==> config.mk <==
export PLATFORM = sky130hd
export DESIGN_NAME = tacf_top
export DESIGN_NICKNAME = d
export VERILOG_FILES = /design/src/tacf_pkg.sv /design/src/tacf_scb_build.sv /design/src/tacf_irq.sv /design/src/tacf_top.sv
export VERILOG_INCLUDE_DIRS = /design/src /design/src/src
export SDC_FILE = /design/constraint.sdc
export NUM_CORES = 1
export LEC_CHECK = 0
export ABC_CLOCK_PERIOD_IN_PS = 5300
export BUFFER_PORTS_ARGS = -buffer_cell sky130_fd_sc_hd__buf_2
export CAP_MARGIN = 20
export CORE_MARGIN = 8
export CORE_UTILIZATION = 45
export CTS_CLUSTER_DIAMETER = 200
export CTS_CLUSTER_SIZE = 14
export DETAILED_ROUTE_END_ITERATION = 10
export HOLD_SLACK_MARGIN = 0.03
export PLACE_DENSITY = 0.73
export SKIP_LAST_GASP = 1
export SLEW_MARGIN = 20
export SYNTH_ARGS = -nofsm -noshare
export SYNTH_HDL_FRONTEND = slang
export SYNTH_HIERARCHICAL = 1
export SYNTH_SLANG_ARGS = --single-unit
==> constraint.sdc <==
create_clock -name aclk -period 5.3 [get_ports aclk]
set_input_delay 1.06 -clock aclk [delete_from_list [all_inputs] [get_ports aclk]]
set_output_delay 1.06 -clock aclk [all_outputs]
set_load 0.05 [all_outputs]
==> src/tacf_map.svh <==
// Register offsets, field positions and reset values of the access-control field block.
// Assumes byte addresses on a 32-bit AXI4-Lite bus, one aligned word per register.
`ifndef TACF_MAP_SVH
`define TACF_MAP_SVH

// ====================================================================
// Register byte offsets.
`define TACF_OFS_CTRL 8'h00
`define TACF_OFS_OWN_ADDR 8'h04
`define TACF_OFS_NEXT_ADDR 8'h08
`define TACF_OFS_CMD 8'h0c
`define TACF_OFS_FRAME_STATUS 8'h10
`define TACF_OFS_IRQ_STATUS 8'h14
`define TACF_OFS_IRQ_MASK 8'h18
`define TACF_OFS_LINK_STATE 8'h1c

// ====================================================================
// Field positions of the supervisory control byte.
`define TACF_SCB_RESCAN_BIT 7
`define TACF_SCB_WANTS_BIT 6
`define TACF_SCB_CAUSE_MSB 2

// ====================================================================
// Field positions of the software registers.
`define TACF_CTRL_JOIN_BIT 0
`define TACF_FSTAT_WANTS_BIT 3
`define TACF_LINK_MEMBER_BIT 0
`define TACF_LINK_PEND_BIT 1
`define TACF_LINK_CAUSE_LSB 4

// ====================================================================
// Event bits of the interrupt status and mask registers.
`define TACF_EV_RESCAN 0
`define TACF_EV_RESPONSE 1
`define TACF_EV_CMD_SENT 2
`define TACF_EV_COUNT 3

// ====================================================================
// Reset values and bus answers.
`define TACF_OWN_ADDR_RST 8'h00
`define TACF_NEXT_ADDR_RST 8'h00
`define TACF_RESP_OKAY 2'h0
`define TACF_RESP_SLVERR 2'h2

`endif

==> src/tacf_pkg.sv <==
// Types shared by the access-control field block.
// Assumes nothing of its surroundings.
package tacf_pkg;

  // ====================================================================
  // Outcome codes of the last received frame.
  typedef enum logic [2:0] {
    TACF_CAUSE_OK = 3'h0,
    TACF_CAUSE_NO_BUFFERS = 3'h1,
    TACF_CAUSE_RX_DISABLED = 3'h2,
    TACF_CAUSE_OVERRUN = 3'h3,
    TACF_CAUSE_OVER_16_BUFS = 3'h4
  } tacf_cause_type;

  // Transmit slot states.
  typedef enum logic [1:0] {
    TACF_TX_IDLE,
    TACF_TX_BUSY
  } tacf_tx_state_type;

  // Tells whether a three-bit code is one of the defined outcomes.
  function automatic logic tacf_cause_legal(input logic [2:0] code);
    tacf_cause_legal = (code <= 3'(TACF_CAUSE_OVER_16_BUFS));
  endfunction : tacf_cause_legal

endpackage : tacf_pkg

==> src/tacf_scb_build.sv <==
// Assembles an outgoing supervisory control byte from its fields.
// Assumes the caller registers the result before it leaves the block.
`timescale 1ns/100ps
`include "tacf_map.svh"

module tacf_scb_build (
  input wire logic rescan,
  input wire logic wants,
  input wire logic [2:0] cause,
  output logic [7:0] scb_byte
);

  // ====================================================================
  // Byte assembly; the three reserved bits always leave as zero.
  always_comb begin
    scb_byte = 8'h00; // [RL7]
    scb_byte[`TACF_SCB_RESCAN_BIT] = rescan;
    scb_byte[`TACF_SCB_WANTS_BIT] = wants;
    scb_byte[`TACF_SCB_CAUSE_MSB:0] = cause;
  end

endmodule : tacf_scb_build

==> src/tacf_irq.sv <==
// Sticky event status with write-one-to-clear, a mask and one level interrupt.
// Assumes event pulses and register strobes are synchronous to aclk.
`timescale 1ns/100ps

module tacf_irq #(
  parameter int EVENTS = 3
) (
  input wire logic aclk,
  input wire logic aresetn,
  input wire logic [EVENTS-1:0] event_pulse,
  input wire logic clear_wr,
  input wire logic mask_wr,
  input wire logic [EVENTS-1:0] wr_data,
  output logic [EVENTS-1:0] status,
  output logic [EVENTS-1:0] mask,
  output logic irq
);

  logic [EVENTS-1:0] next_status;
  logic [EVENTS-1:0] next_mask;

  // ====================================================================
  // A new event wins over a clear written in the same cycle.
  always_comb begin
    next_status = status;
    if (clear_wr) begin
      next_status = next_status & ~wr_data;
    end
    next_status = next_status | event_pulse;
    next_mask = mask_wr ? wr_data : mask;
  end

  // Registers the status and mask.
  always_ff @(posedge aclk) begin
    if (!aresetn) begin
      status <= '0;
      mask <= '0;
    end else begin
      status <= next_status;
      mask <= next_mask;
    end
  end

  // The interrupt stays high while any unmasked status bit is set.
  assign irq = |(status & mask);

endmodule : tacf_irq

==> src/tacf_top.sv <==
// Access-control field logic of a token-passing network node, with an AXI4-Lite slave.
// Assumes link inputs are synchronous to aclk and that the framer carries the byte on the wire.
//
// Overview of operation
// RL1: An addressed command with the rescan flag in bit 7 reloads the next node address with own address plus one.
// RL2: A response carries in bit 6 the AND of the join-ring request and the ring-membership status.
// RL3: A received response's bit 6 only goes to the host in the frame status byte and causes no action.
// RL4: A response carries in bits 2 to 0 the outcome code of the most recently received frame; an undefined code is not stored.
// RL5: Outcome codes are 000 ok, 001 no buffers, 010 receiver off, 011 overrun, 100 over 16 buffers.
// RL6: The byte goes out as a host command in transparent mode, otherwise as a response to a request.
// RL7: Bits 5 to 3 are sent as zero and ignored on receipt.
//
// Our own choices: the register offsets and register access over AXI4-Lite.
`timescale 1ns/100ps
`include "tacf_map.svh"

module tacf_top #(
  parameter int ADDR_W = 8
) (
  input wire logic aclk,
  input wire logic aresetn,
  input wire logic [ADDR_W-1:0] s_axi_awaddr,
  input wire logic s_axi_awvalid,
  output logic s_axi_awready,
  input wire logic [31:0] s_axi_wdata,
  input wire logic [3:0] s_axi_wstrb,
  input wire logic s_axi_wvalid,
  output logic s_axi_wready,
  output logic [1:0] s_axi_bresp,
  output logic s_axi_bvalid,
  input wire logic s_axi_bready,
  input wire logic [ADDR_W-1:0] s_axi_araddr,
  input wire logic s_axi_arvalid,
  output logic s_axi_arready,
  output logic [31:0] s_axi_rdata,
  output logic [1:0] s_axi_rresp,
  output logic s_axi_rvalid,
  input wire logic s_axi_rready,
  input wire logic rx_scb_valid,
  input wire logic [7:0] rx_scb_byte,
  input wire logic rx_scb_is_command,
  input wire logic rx_node_addressed,
  input wire logic rx_frame_done,
  input wire logic [2:0] rx_frame_outcome,
  input wire logic ack_request,
  input wire logic member_of_ring_status,
  output logic tx_scb_valid,
  input wire logic tx_scb_ready,
  output logic [7:0] tx_scb_byte,
  output logic tx_scb_is_command,
  output logic [7:0] next_node_address,
  output logic irq
);

  // ====================================================================
  // Elaboration check.
  if (ADDR_W < 5 || ADDR_W > 8) begin : gen_addr_check
    $error("tacf_top: ADDR_W must lie between 5 and 8");
  end

  // Selects the register word addressed by a byte address.
  function automatic logic [7:0] word_of(input logic [ADDR_W-1:0] addr);
    word_of = 8'(addr) & 8'hfc;
  endfunction : word_of

  // Tells whether a byte address hits a mapped register.
  function automatic logic mapped(input logic [ADDR_W-1:0] addr);
    mapped = (word_of(addr) <= `TACF_OFS_LINK_STATE);
  endfunction : mapped

  logic aw_held, w_held, next_aw_held, next_w_held;
  logic [ADDR_W-1:0] aw_addr_q, next_aw_addr_q, wr_addr;
  logic [31:0] w_data_q, next_w_data_q, wr_data;
  logic w_lane0_q, next_w_lane0_q;
  logic next_bvalid, next_rvalid, do_write, wr_byte0;
  logic [1:0] next_bresp, next_rresp;
  logic [31:0] next_rdata, rd_word;
  logic join_ring_request_ctl, next_join;
  logic [7:0] own_node_address, next_own;
  logic [7:0] next_next_addr;
  logic [7:0] cmd_byte, next_cmd_byte;
  logic cmd_pend, next_cmd_pend, resp_pend, next_resp_pend;
  logic [3:0] frame_status_byte, next_frame_status;
  logic [2:0] last_cause, next_last_cause;
  tacf_pkg::tacf_tx_state_type tx_state, next_tx_state;
  logic [7:0] next_tx_byte, build_byte;
  logic next_tx_is_cmd, load_resp, load_cmd, rescan_hit, resp_rx;
  logic [`TACF_EV_COUNT-1:0] events, irq_status, irq_mask;

  // ====================================================================
  // AXI4-Lite write channel: address and data taken in either order.
  assign s_axi_awready = !aw_held && !s_axi_bvalid;
  assign s_axi_wready = !w_held && !s_axi_bvalid;
  assign wr_addr = aw_held ? aw_addr_q : s_axi_awaddr;
  assign wr_data = w_held ? w_data_q : s_axi_wdata;
  assign do_write = (aw_held || s_axi_awvalid) && (w_held || s_axi_wvalid) && !s_axi_bvalid;
  assign wr_byte0 = do_write && (w_held ? w_lane0_q : s_axi_wstrb[0]) && mapped(wr_addr);

  // Next state of the write channel.
  always_comb begin
    next_aw_held = aw_held;
    next_w_held = w_held;
    next_aw_addr_q = aw_addr_q;
    next_w_data_q = w_data_q;
    next_w_lane0_q = w_lane0_q;
    next_bvalid = s_axi_bvalid && !s_axi_bready;
    next_bresp = s_axi_bresp;
    if (do_write) begin
      next_aw_held = 1'b0;
      next_w_held = 1'b0;
      next_bvalid = 1'b1;
      next_bresp = mapped(wr_addr) ? `TACF_RESP_OKAY : `TACF_RESP_SLVERR;
    end else begin
      if (s_axi_awvalid && s_axi_awready) begin
        next_aw_held = 1'b1;
        next_aw_addr_q = s_axi_awaddr;
      end
      if (s_axi_wvalid && s_axi_wready) begin
        next_w_held = 1'b1;
        next_w_data_q = s_axi_wdata;
        next_w_lane0_q = s_axi_wstrb[0];
      end
    end
  end

  // ====================================================================
  // AXI4-Lite read channel: the answer follows one cycle after the address.
  assign s_axi_arready = !s_axi_rvalid;

  // Read multiplexer; unmapped words read as zero with an error answer.
  always_comb begin
    rd_word = 32'h0000_0000;
    case (word_of(s_axi_araddr))
      `TACF_OFS_CTRL: rd_word[`TACF_CTRL_JOIN_BIT] = join_ring_request_ctl;
      `TACF_OFS_OWN_ADDR: rd_word[7:0] = own_node_address;
      `TACF_OFS_NEXT_ADDR: rd_word[7:0] = next_node_address;
      `TACF_OFS_CMD: rd_word[7:0] = cmd_byte;
      `TACF_OFS_FRAME_STATUS: rd_word[3:0] = frame_status_byte; // [RL3]
      `TACF_OFS_IRQ_STATUS: rd_word[`TACF_EV_COUNT-1:0] = irq_status;
      `TACF_OFS_IRQ_MASK: rd_word[`TACF_EV_COUNT-1:0] = irq_mask;
      `TACF_OFS_LINK_STATE: begin
        rd_word[`TACF_LINK_MEMBER_BIT] = member_of_ring_status;
        rd_word[`TACF_LINK_PEND_BIT] = cmd_pend;
        rd_word[`TACF_LINK_CAUSE_LSB +: 3] = last_cause;
      end
      default: rd_word = 32'h0000_0000;
    endcase
    next_rvalid = s_axi_rvalid && !s_axi_rready;
    next_rdata = s_axi_rdata;
    next_rresp = s_axi_rresp;
    if (s_axi_arvalid && s_axi_arready) begin
      next_rvalid = 1'b1;
      next_rdata = rd_word;
      next_rresp = mapped(s_axi_araddr) ? `TACF_RESP_OKAY : `TACF_RESP_SLVERR;
    end
  end

  // ====================================================================
  // Received bytes: addressed rescan commands and responses from peers.
  assign rescan_hit = rx_scb_valid && rx_scb_is_command && rx_node_addressed
    && rx_scb_byte[`TACF_SCB_RESCAN_BIT];
  assign resp_rx = rx_scb_valid && !rx_scb_is_command;

  // Control registers, next node address and received status.
  always_comb begin
    next_join = join_ring_request_ctl;
    next_own = own_node_address;
    next_next_addr = next_node_address;
    next_frame_status = frame_status_byte;
    next_last_cause = last_cause;
    if (wr_byte0 && word_of(wr_addr) == `TACF_OFS_CTRL) begin
      next_join = wr_data[`TACF_CTRL_JOIN_BIT];
    end
    if (wr_byte0 && word_of(wr_addr) == `TACF_OFS_OWN_ADDR) begin
      next_own = wr_data[7:0];
    end
    if (rescan_hit) begin
      next_next_addr = 8'(own_node_address + 8'h01); // [RL1]
    end
    if (resp_rx) begin
      // Reserved bits 5 to 3 are dropped here.
      next_frame_status = {rx_scb_byte[`TACF_SCB_WANTS_BIT],
        rx_scb_byte[`TACF_SCB_CAUSE_MSB:0]}; // [RL3] [RL7]
    end
    if (rx_frame_done && tacf_pkg::tacf_cause_legal(rx_frame_outcome)) begin
      next_last_cause = rx_frame_outcome; // [RL4] [RL5]
    end
  end

  // ====================================================================
  // Transmit slot: a pending response goes before a pending host command.
  assign load_resp = (tx_state == tacf_pkg::TACF_TX_IDLE) && resp_pend;
  assign load_cmd = (tx_state == tacf_pkg::TACF_TX_IDLE) && !resp_pend && cmd_pend;

  // Builds the response from live state, or the command from the host byte.
  tacf_scb_build u_build (
    .rescan(load_cmd && cmd_byte[`TACF_SCB_RESCAN_BIT]),
    .wants(load_cmd ? cmd_byte[`TACF_SCB_WANTS_BIT]
      : (join_ring_request_ctl && member_of_ring_status)), // [RL2]
    .cause(load_cmd ? cmd_byte[`TACF_SCB_CAUSE_MSB:0] : last_cause), // [RL4]
    .scb_byte(build_byte)
  );

  // Next state of the pending flags and the transmit slot.
  always_comb begin
    next_cmd_byte = cmd_byte;
    next_cmd_pend = cmd_pend && !load_cmd;
    // A request arriving while the previous response loads is kept.
    next_resp_pend = (resp_pend && !load_resp) || ack_request; // [RL6]
    if (wr_byte0 && word_of(wr_addr) == `TACF_OFS_CMD && !cmd_pend) begin
      next_cmd_byte = wr_data[7:0];
      next_cmd_pend = 1'b1; // [RL6]
    end
    next_tx_state = tx_state;
    next_tx_byte = tx_scb_byte;
    next_tx_is_cmd = tx_scb_is_command;
    case (tx_state)
      tacf_pkg::TACF_TX_IDLE: begin
        if (load_resp || load_cmd) begin
          next_tx_state = tacf_pkg::TACF_TX_BUSY;
          next_tx_byte = build_byte;
          next_tx_is_cmd = load_cmd;
        end
      end
      tacf_pkg::TACF_TX_BUSY: begin
        if (tx_scb_ready) begin
          next_tx_state = tacf_pkg::TACF_TX_IDLE;
        end
      end
      default: next_tx_state = tacf_pkg::TACF_TX_IDLE;
    endcase
  end

  assign tx_scb_valid = (tx_state == tacf_pkg::TACF_TX_BUSY);
  assign events = {tx_scb_valid && tx_scb_ready && tx_scb_is_command, resp_rx, rescan_hit};

  // ====================================================================
  // Interrupt status and mask.
  tacf_irq #(.EVENTS(`TACF_EV_COUNT)) u_irq (
    .aclk(aclk),
    .aresetn(aresetn),
    .event_pulse(events),
    .clear_wr(wr_byte0 && word_of(wr_addr) == `TACF_OFS_IRQ_STATUS),
    .mask_wr(wr_byte0 && word_of(wr_addr) == `TACF_OFS_IRQ_MASK),
    .wr_data(wr_data[`TACF_EV_COUNT-1:0]),
    .status(irq_status),
    .mask(irq_mask),
    .irq(irq)
  );

  // ====================================================================
  // State registers of the block, except the interrupt status and mask held in tacf_irq.
  always_ff @(posedge aclk) begin
    if (!aresetn) begin
      aw_held <= 1'b0;
      w_held <= 1'b0;
      aw_addr_q <= '0;
      w_data_q <= 32'h0000_0000;
      w_lane0_q <= 1'b0;
      s_axi_bvalid <= 1'b0;
      s_axi_bresp <= `TACF_RESP_OKAY;
      s_axi_rvalid <= 1'b0;
      s_axi_rdata <= 32'h0000_0000;
      s_axi_rresp <= `TACF_RESP_OKAY;
      join_ring_request_ctl <= 1'b0;
      own_node_address <= `TACF_OWN_ADDR_RST;
      next_node_address <= `TACF_NEXT_ADDR_RST;
      frame_status_byte <= 4'h0;
      last_cause <= 3'(tacf_pkg::TACF_CAUSE_OK);
      cmd_byte <= 8'h00;
      cmd_pend <= 1'b0;
      resp_pend <= 1'b0;
      tx_state <= tacf_pkg::TACF_TX_IDLE;
      tx_scb_byte <= 8'h00;
      tx_scb_is_command <= 1'b0;
    end else begin
      aw_held <= next_aw_held;
      w_held <= next_w_held;
      aw_addr_q <= next_aw_addr_q;
      w_data_q <= next_w_data_q;
      w_lane0_q <= next_w_lane0_q;
      s_axi_bvalid <= next_bvalid;
      s_axi_bresp <= next_bresp;
      s_axi_rvalid <= next_rvalid;
      s_axi_rdata <= next_rdata;
      s_axi_rresp <= next_rresp;
      join_ring_request_ctl <= next_join;
      own_node_address <= next_own;
      next_node_address <= next_next_addr;
      frame_status_byte <= next_frame_status;
      last_cause <= next_last_cause;
      cmd_byte <= next_cmd_byte;
      cmd_pend <= next_cmd_pend;
      resp_pend <= next_resp_pend;
      tx_state <= next_tx_state;
      tx_scb_byte <= next_tx_byte;
      tx_scb_is_command <= next_tx_is_cmd;
    end
  end
endmodule : tacf_top

==> impl_results.md <==
* Status: finished clean
* CTS tree: yes
* Crit path kind: primary input to flop
* DPL Wire Length at 7040 um
* Worst path depth at 5
* Met2 usage at 25.6%
* M3 GR Usage at 4.51%
* Wirelength per Cell at 15.0 um
* Layout area overhead at 11.5%
* Slowest stage delay, CP at 0.54 ns
* Initial antenna violation count at 0
* Worst reg2reg path depth at 6
* Starting density of the core at 45.9%
* # IOs at 137
* Post-CTS setup repair buffer count at 0
* Synthesis-stage register bit count at 79
* Crit path buf inv count at 2
* DR pass1 iterations at 4
* Maximum VDD drop at 0.171 mV
* Final setup vio count at 0
* Total GRT Usage at 15.6%
* Worst Path Required at 5.57 ns
* Final Skew at 0.00733 ns
* Achievable Freq at 0.407 GHz
* Crit path DAT at 2.72 ns
* Worst-path maximum fanout at 33
* Hold path cells at 2
* Max-cap viol count at 0
* Post-Route Setup TNS at 0 ns
* Reg clk slew, reported paths at 0.08 ns
* Core ar. at 0.00859 mm2
* Crit start category: primary input
* Hold buffers post-CTS at 0
* Via count at 3200
* Final period utilization at 46.4%
* H-tree levels at 3
* Buffers on Ports at 76
* Met1 usage at 19.0%
* Post-synth EDFFs at 0
* Crit. End Element: flop
* Most frequent cells in the layout: dfxtp_1, buf_2, nand2_1
* CTS resizes at 0
* Die Ht at 110 um
* Worst path top cell family by delay: buffers and inverters
* Synth cell types at 50
* Relative slew slack at 41.1%
* GRT busiest layer: met2
* Most common cell after layout, fill and taps aside: dfxtp_1
* Synth area leader: dfxtp_1
* RSZ-0062 raised after global routing: no
* Total power at 1.28 mW
* Warnings, synthesis at 6
* P per Cell Area at 292 mW/mm2
* Vias in the first global route at 3112
* Hold Crit Class: flop to flop
* Max clock buf depth at 2
* Final slew viol count at 0
* Final Hold Viols at 0
* Share of layout cells above drive strength 1 at 21.9%
* Final wirelength at 9300 um
* Sequential element share of the synthesized area at 40.1%
* Drt drc at 0
* Vias per cell at 5.16
* Largest net degree at the start of global routing at 34
* Final net count at 585
* Filler cell count at 816
* Worst hold slack at 0.457 ns
* Clock root cell: clkbuf_8
* Std cell rows at 34
* Final min period at 2.46 ns
* Post-route ant nets at 0
* Clock sinks at 79
* Iter 0 DRT Violations at 120
* Synth top area cells: dfxtp_1, mux2i_1, buf_4, nand2_1, nor2_1
* Synth Instances at 448
* Actual slew at the worst max-slew pin at 0.882 ns
* Leakage power at 1.96 nW
* N_diodes at 0
* Die width at 110 um
* Synth top area share at 40.1%
* Avg Inst Size Synth at 8.80 um2
* Synth Cell Area at 0.00394 mm2
* CTS Buf Count at 9
* Worst-Skew Late Latency at 0.35 ns
* Post-synth top flop: dfxtp_1
* Full die area at 0.0120 mm2
* Critical path, cell by cell: buf_2 > inv_1 > nor2_1 > nand2_1 > o41ai_2
* CP max stage cell: inv_1
* GP Congestion at 0.779
* Grt ovf at 0
* Async SR Flop Fraction at 0%
* First-pass GRT wire length at 14900 um
## final timing paths
kind	start	endpoint	slack (ns)
max reg2reg	aw_held	u_irq/mask[0]	3.00
min	s_axi_rdata[5]	s_axi_rdata[5]	0.46
max	aresetn	s_axi_rdata[2]	2.84
min reg2reg	s_axi_rdata[5]	s_axi_rdata[5]	0.46
## cells in the mapped netlist (all sizes together), types with 2 or more instances
cell type	count
a22o	3
mux4	2
and3	5
a211oi	8
or3b	2
inv	12
o22ai	2
a22oi	5
dfxtp	79
nand3	8
nand2	60
nor3	10
a31oi	5
a21oi	21
nand3b	5
nor3b	3
nor2	43
nor2b	9
mux2	14
or3	2
xnor2	3
mux2i	49
buf	44
clkbuf	12
o21ai	16
xor2	2
conb	2
nand2b	3
## logic make-up (layout without fill, tap and decap cells)
kind of cell / Yosys count / count (layout) / share of synthesized area (%)
AO/OA/AOI/OAI: 70 / 70 / 11.5
XOR/XNOR: 5 / 5 / 1.11
multiplexers: 65 / 65 / 17.6
adder cells (fa/ha/maj): 1 / 1 / 0.317
flip-flops: 79 / 79 / 40.1
buffers and inverters: 68 / 105 / 10.3
other: 2 / 29 / 0.191
AND/OR/NAND/NOR: 158 / 158 / 18.9
## sequential cells by signal, indices dropped and copies added (netlist names), 3 cells and up
register	cells
tx_scb_byte	8
u_irq/mask	3
own_node_address	8
next_node_address	8
w_data_q	8
u_irq/status	3
aw_addr_q	6
frame_status_byte	4
last_cause	3
s_axi_rdata	8
cmd_byte	8
## through the flow
| stage | cell area (um2) | worst slack, ns | utilization, % | cells |
|---|---|---|---|---|
| floorplan | 4040 | 2.84 | - | 475 |
| global placement | 4200 | 2.49 | 48.9 | 604 |
| detailed placement | 4200 | 2.48 | 48.9 | 604 |
| CTS | 4390 | 2.85 | 51.1 | 620 |
| global route | 4390 | 2.63 | 51.1 | 620 |
| finish | 4390 | 2.84 | 51.1 | 620 |
## layout make-up
type | count | area, um2 | area share [%]
Timing Repair Buffer | 77 | 388 | 8.83
Multi-Input combinational cell | 328 | 2050 | 46.8
Clock inverter | 4 | 45.0 | 1.03
Inverter | 12 | 45.0 | 1.03
Clock buffer | 12 | 145 | 3.30
Tap cell | 108 | 135 | 3.08
Sequential cell | 79 | 1580 | 36.0
## report_power, final
group / leakage (nW) / switching (mW) / total (mW) / internal [mW]
clock network: 0.100 / 0.215 / 0.444 / 0.229
logic: 1.22 / 0.146 / 0.208 / 0.0615
registers: 0.641 / 0.0195 / 0.631 / 0.612
total: 1.96 / 0.381 / 1.28 / 0.902
## routing by layer
| metal | up-vias | share of wire (%) | wire, um |
|---|---|---|---|
| li1 | 1606 | - | - |
| met1 | 1474 | 44 | 4060 |
| met2 | 109 | 46 | 4260 |
| met3 | 11 | 9.0 | 833 |
| met4 | 0 | 1.6 | 146 |
| met5 | - | 0 | 0 |
## worst reg2reg max path: stages (launching register included)
cell and delay, ns:
dfxtp_1 0.69, nor4b_2 0.34, o211a_1 0.26, nand2_1 0.09, nor3_1 0.51, mux2i_1 0.25, nor2b_1 0.06
Power figures use the tool's default switching activity.
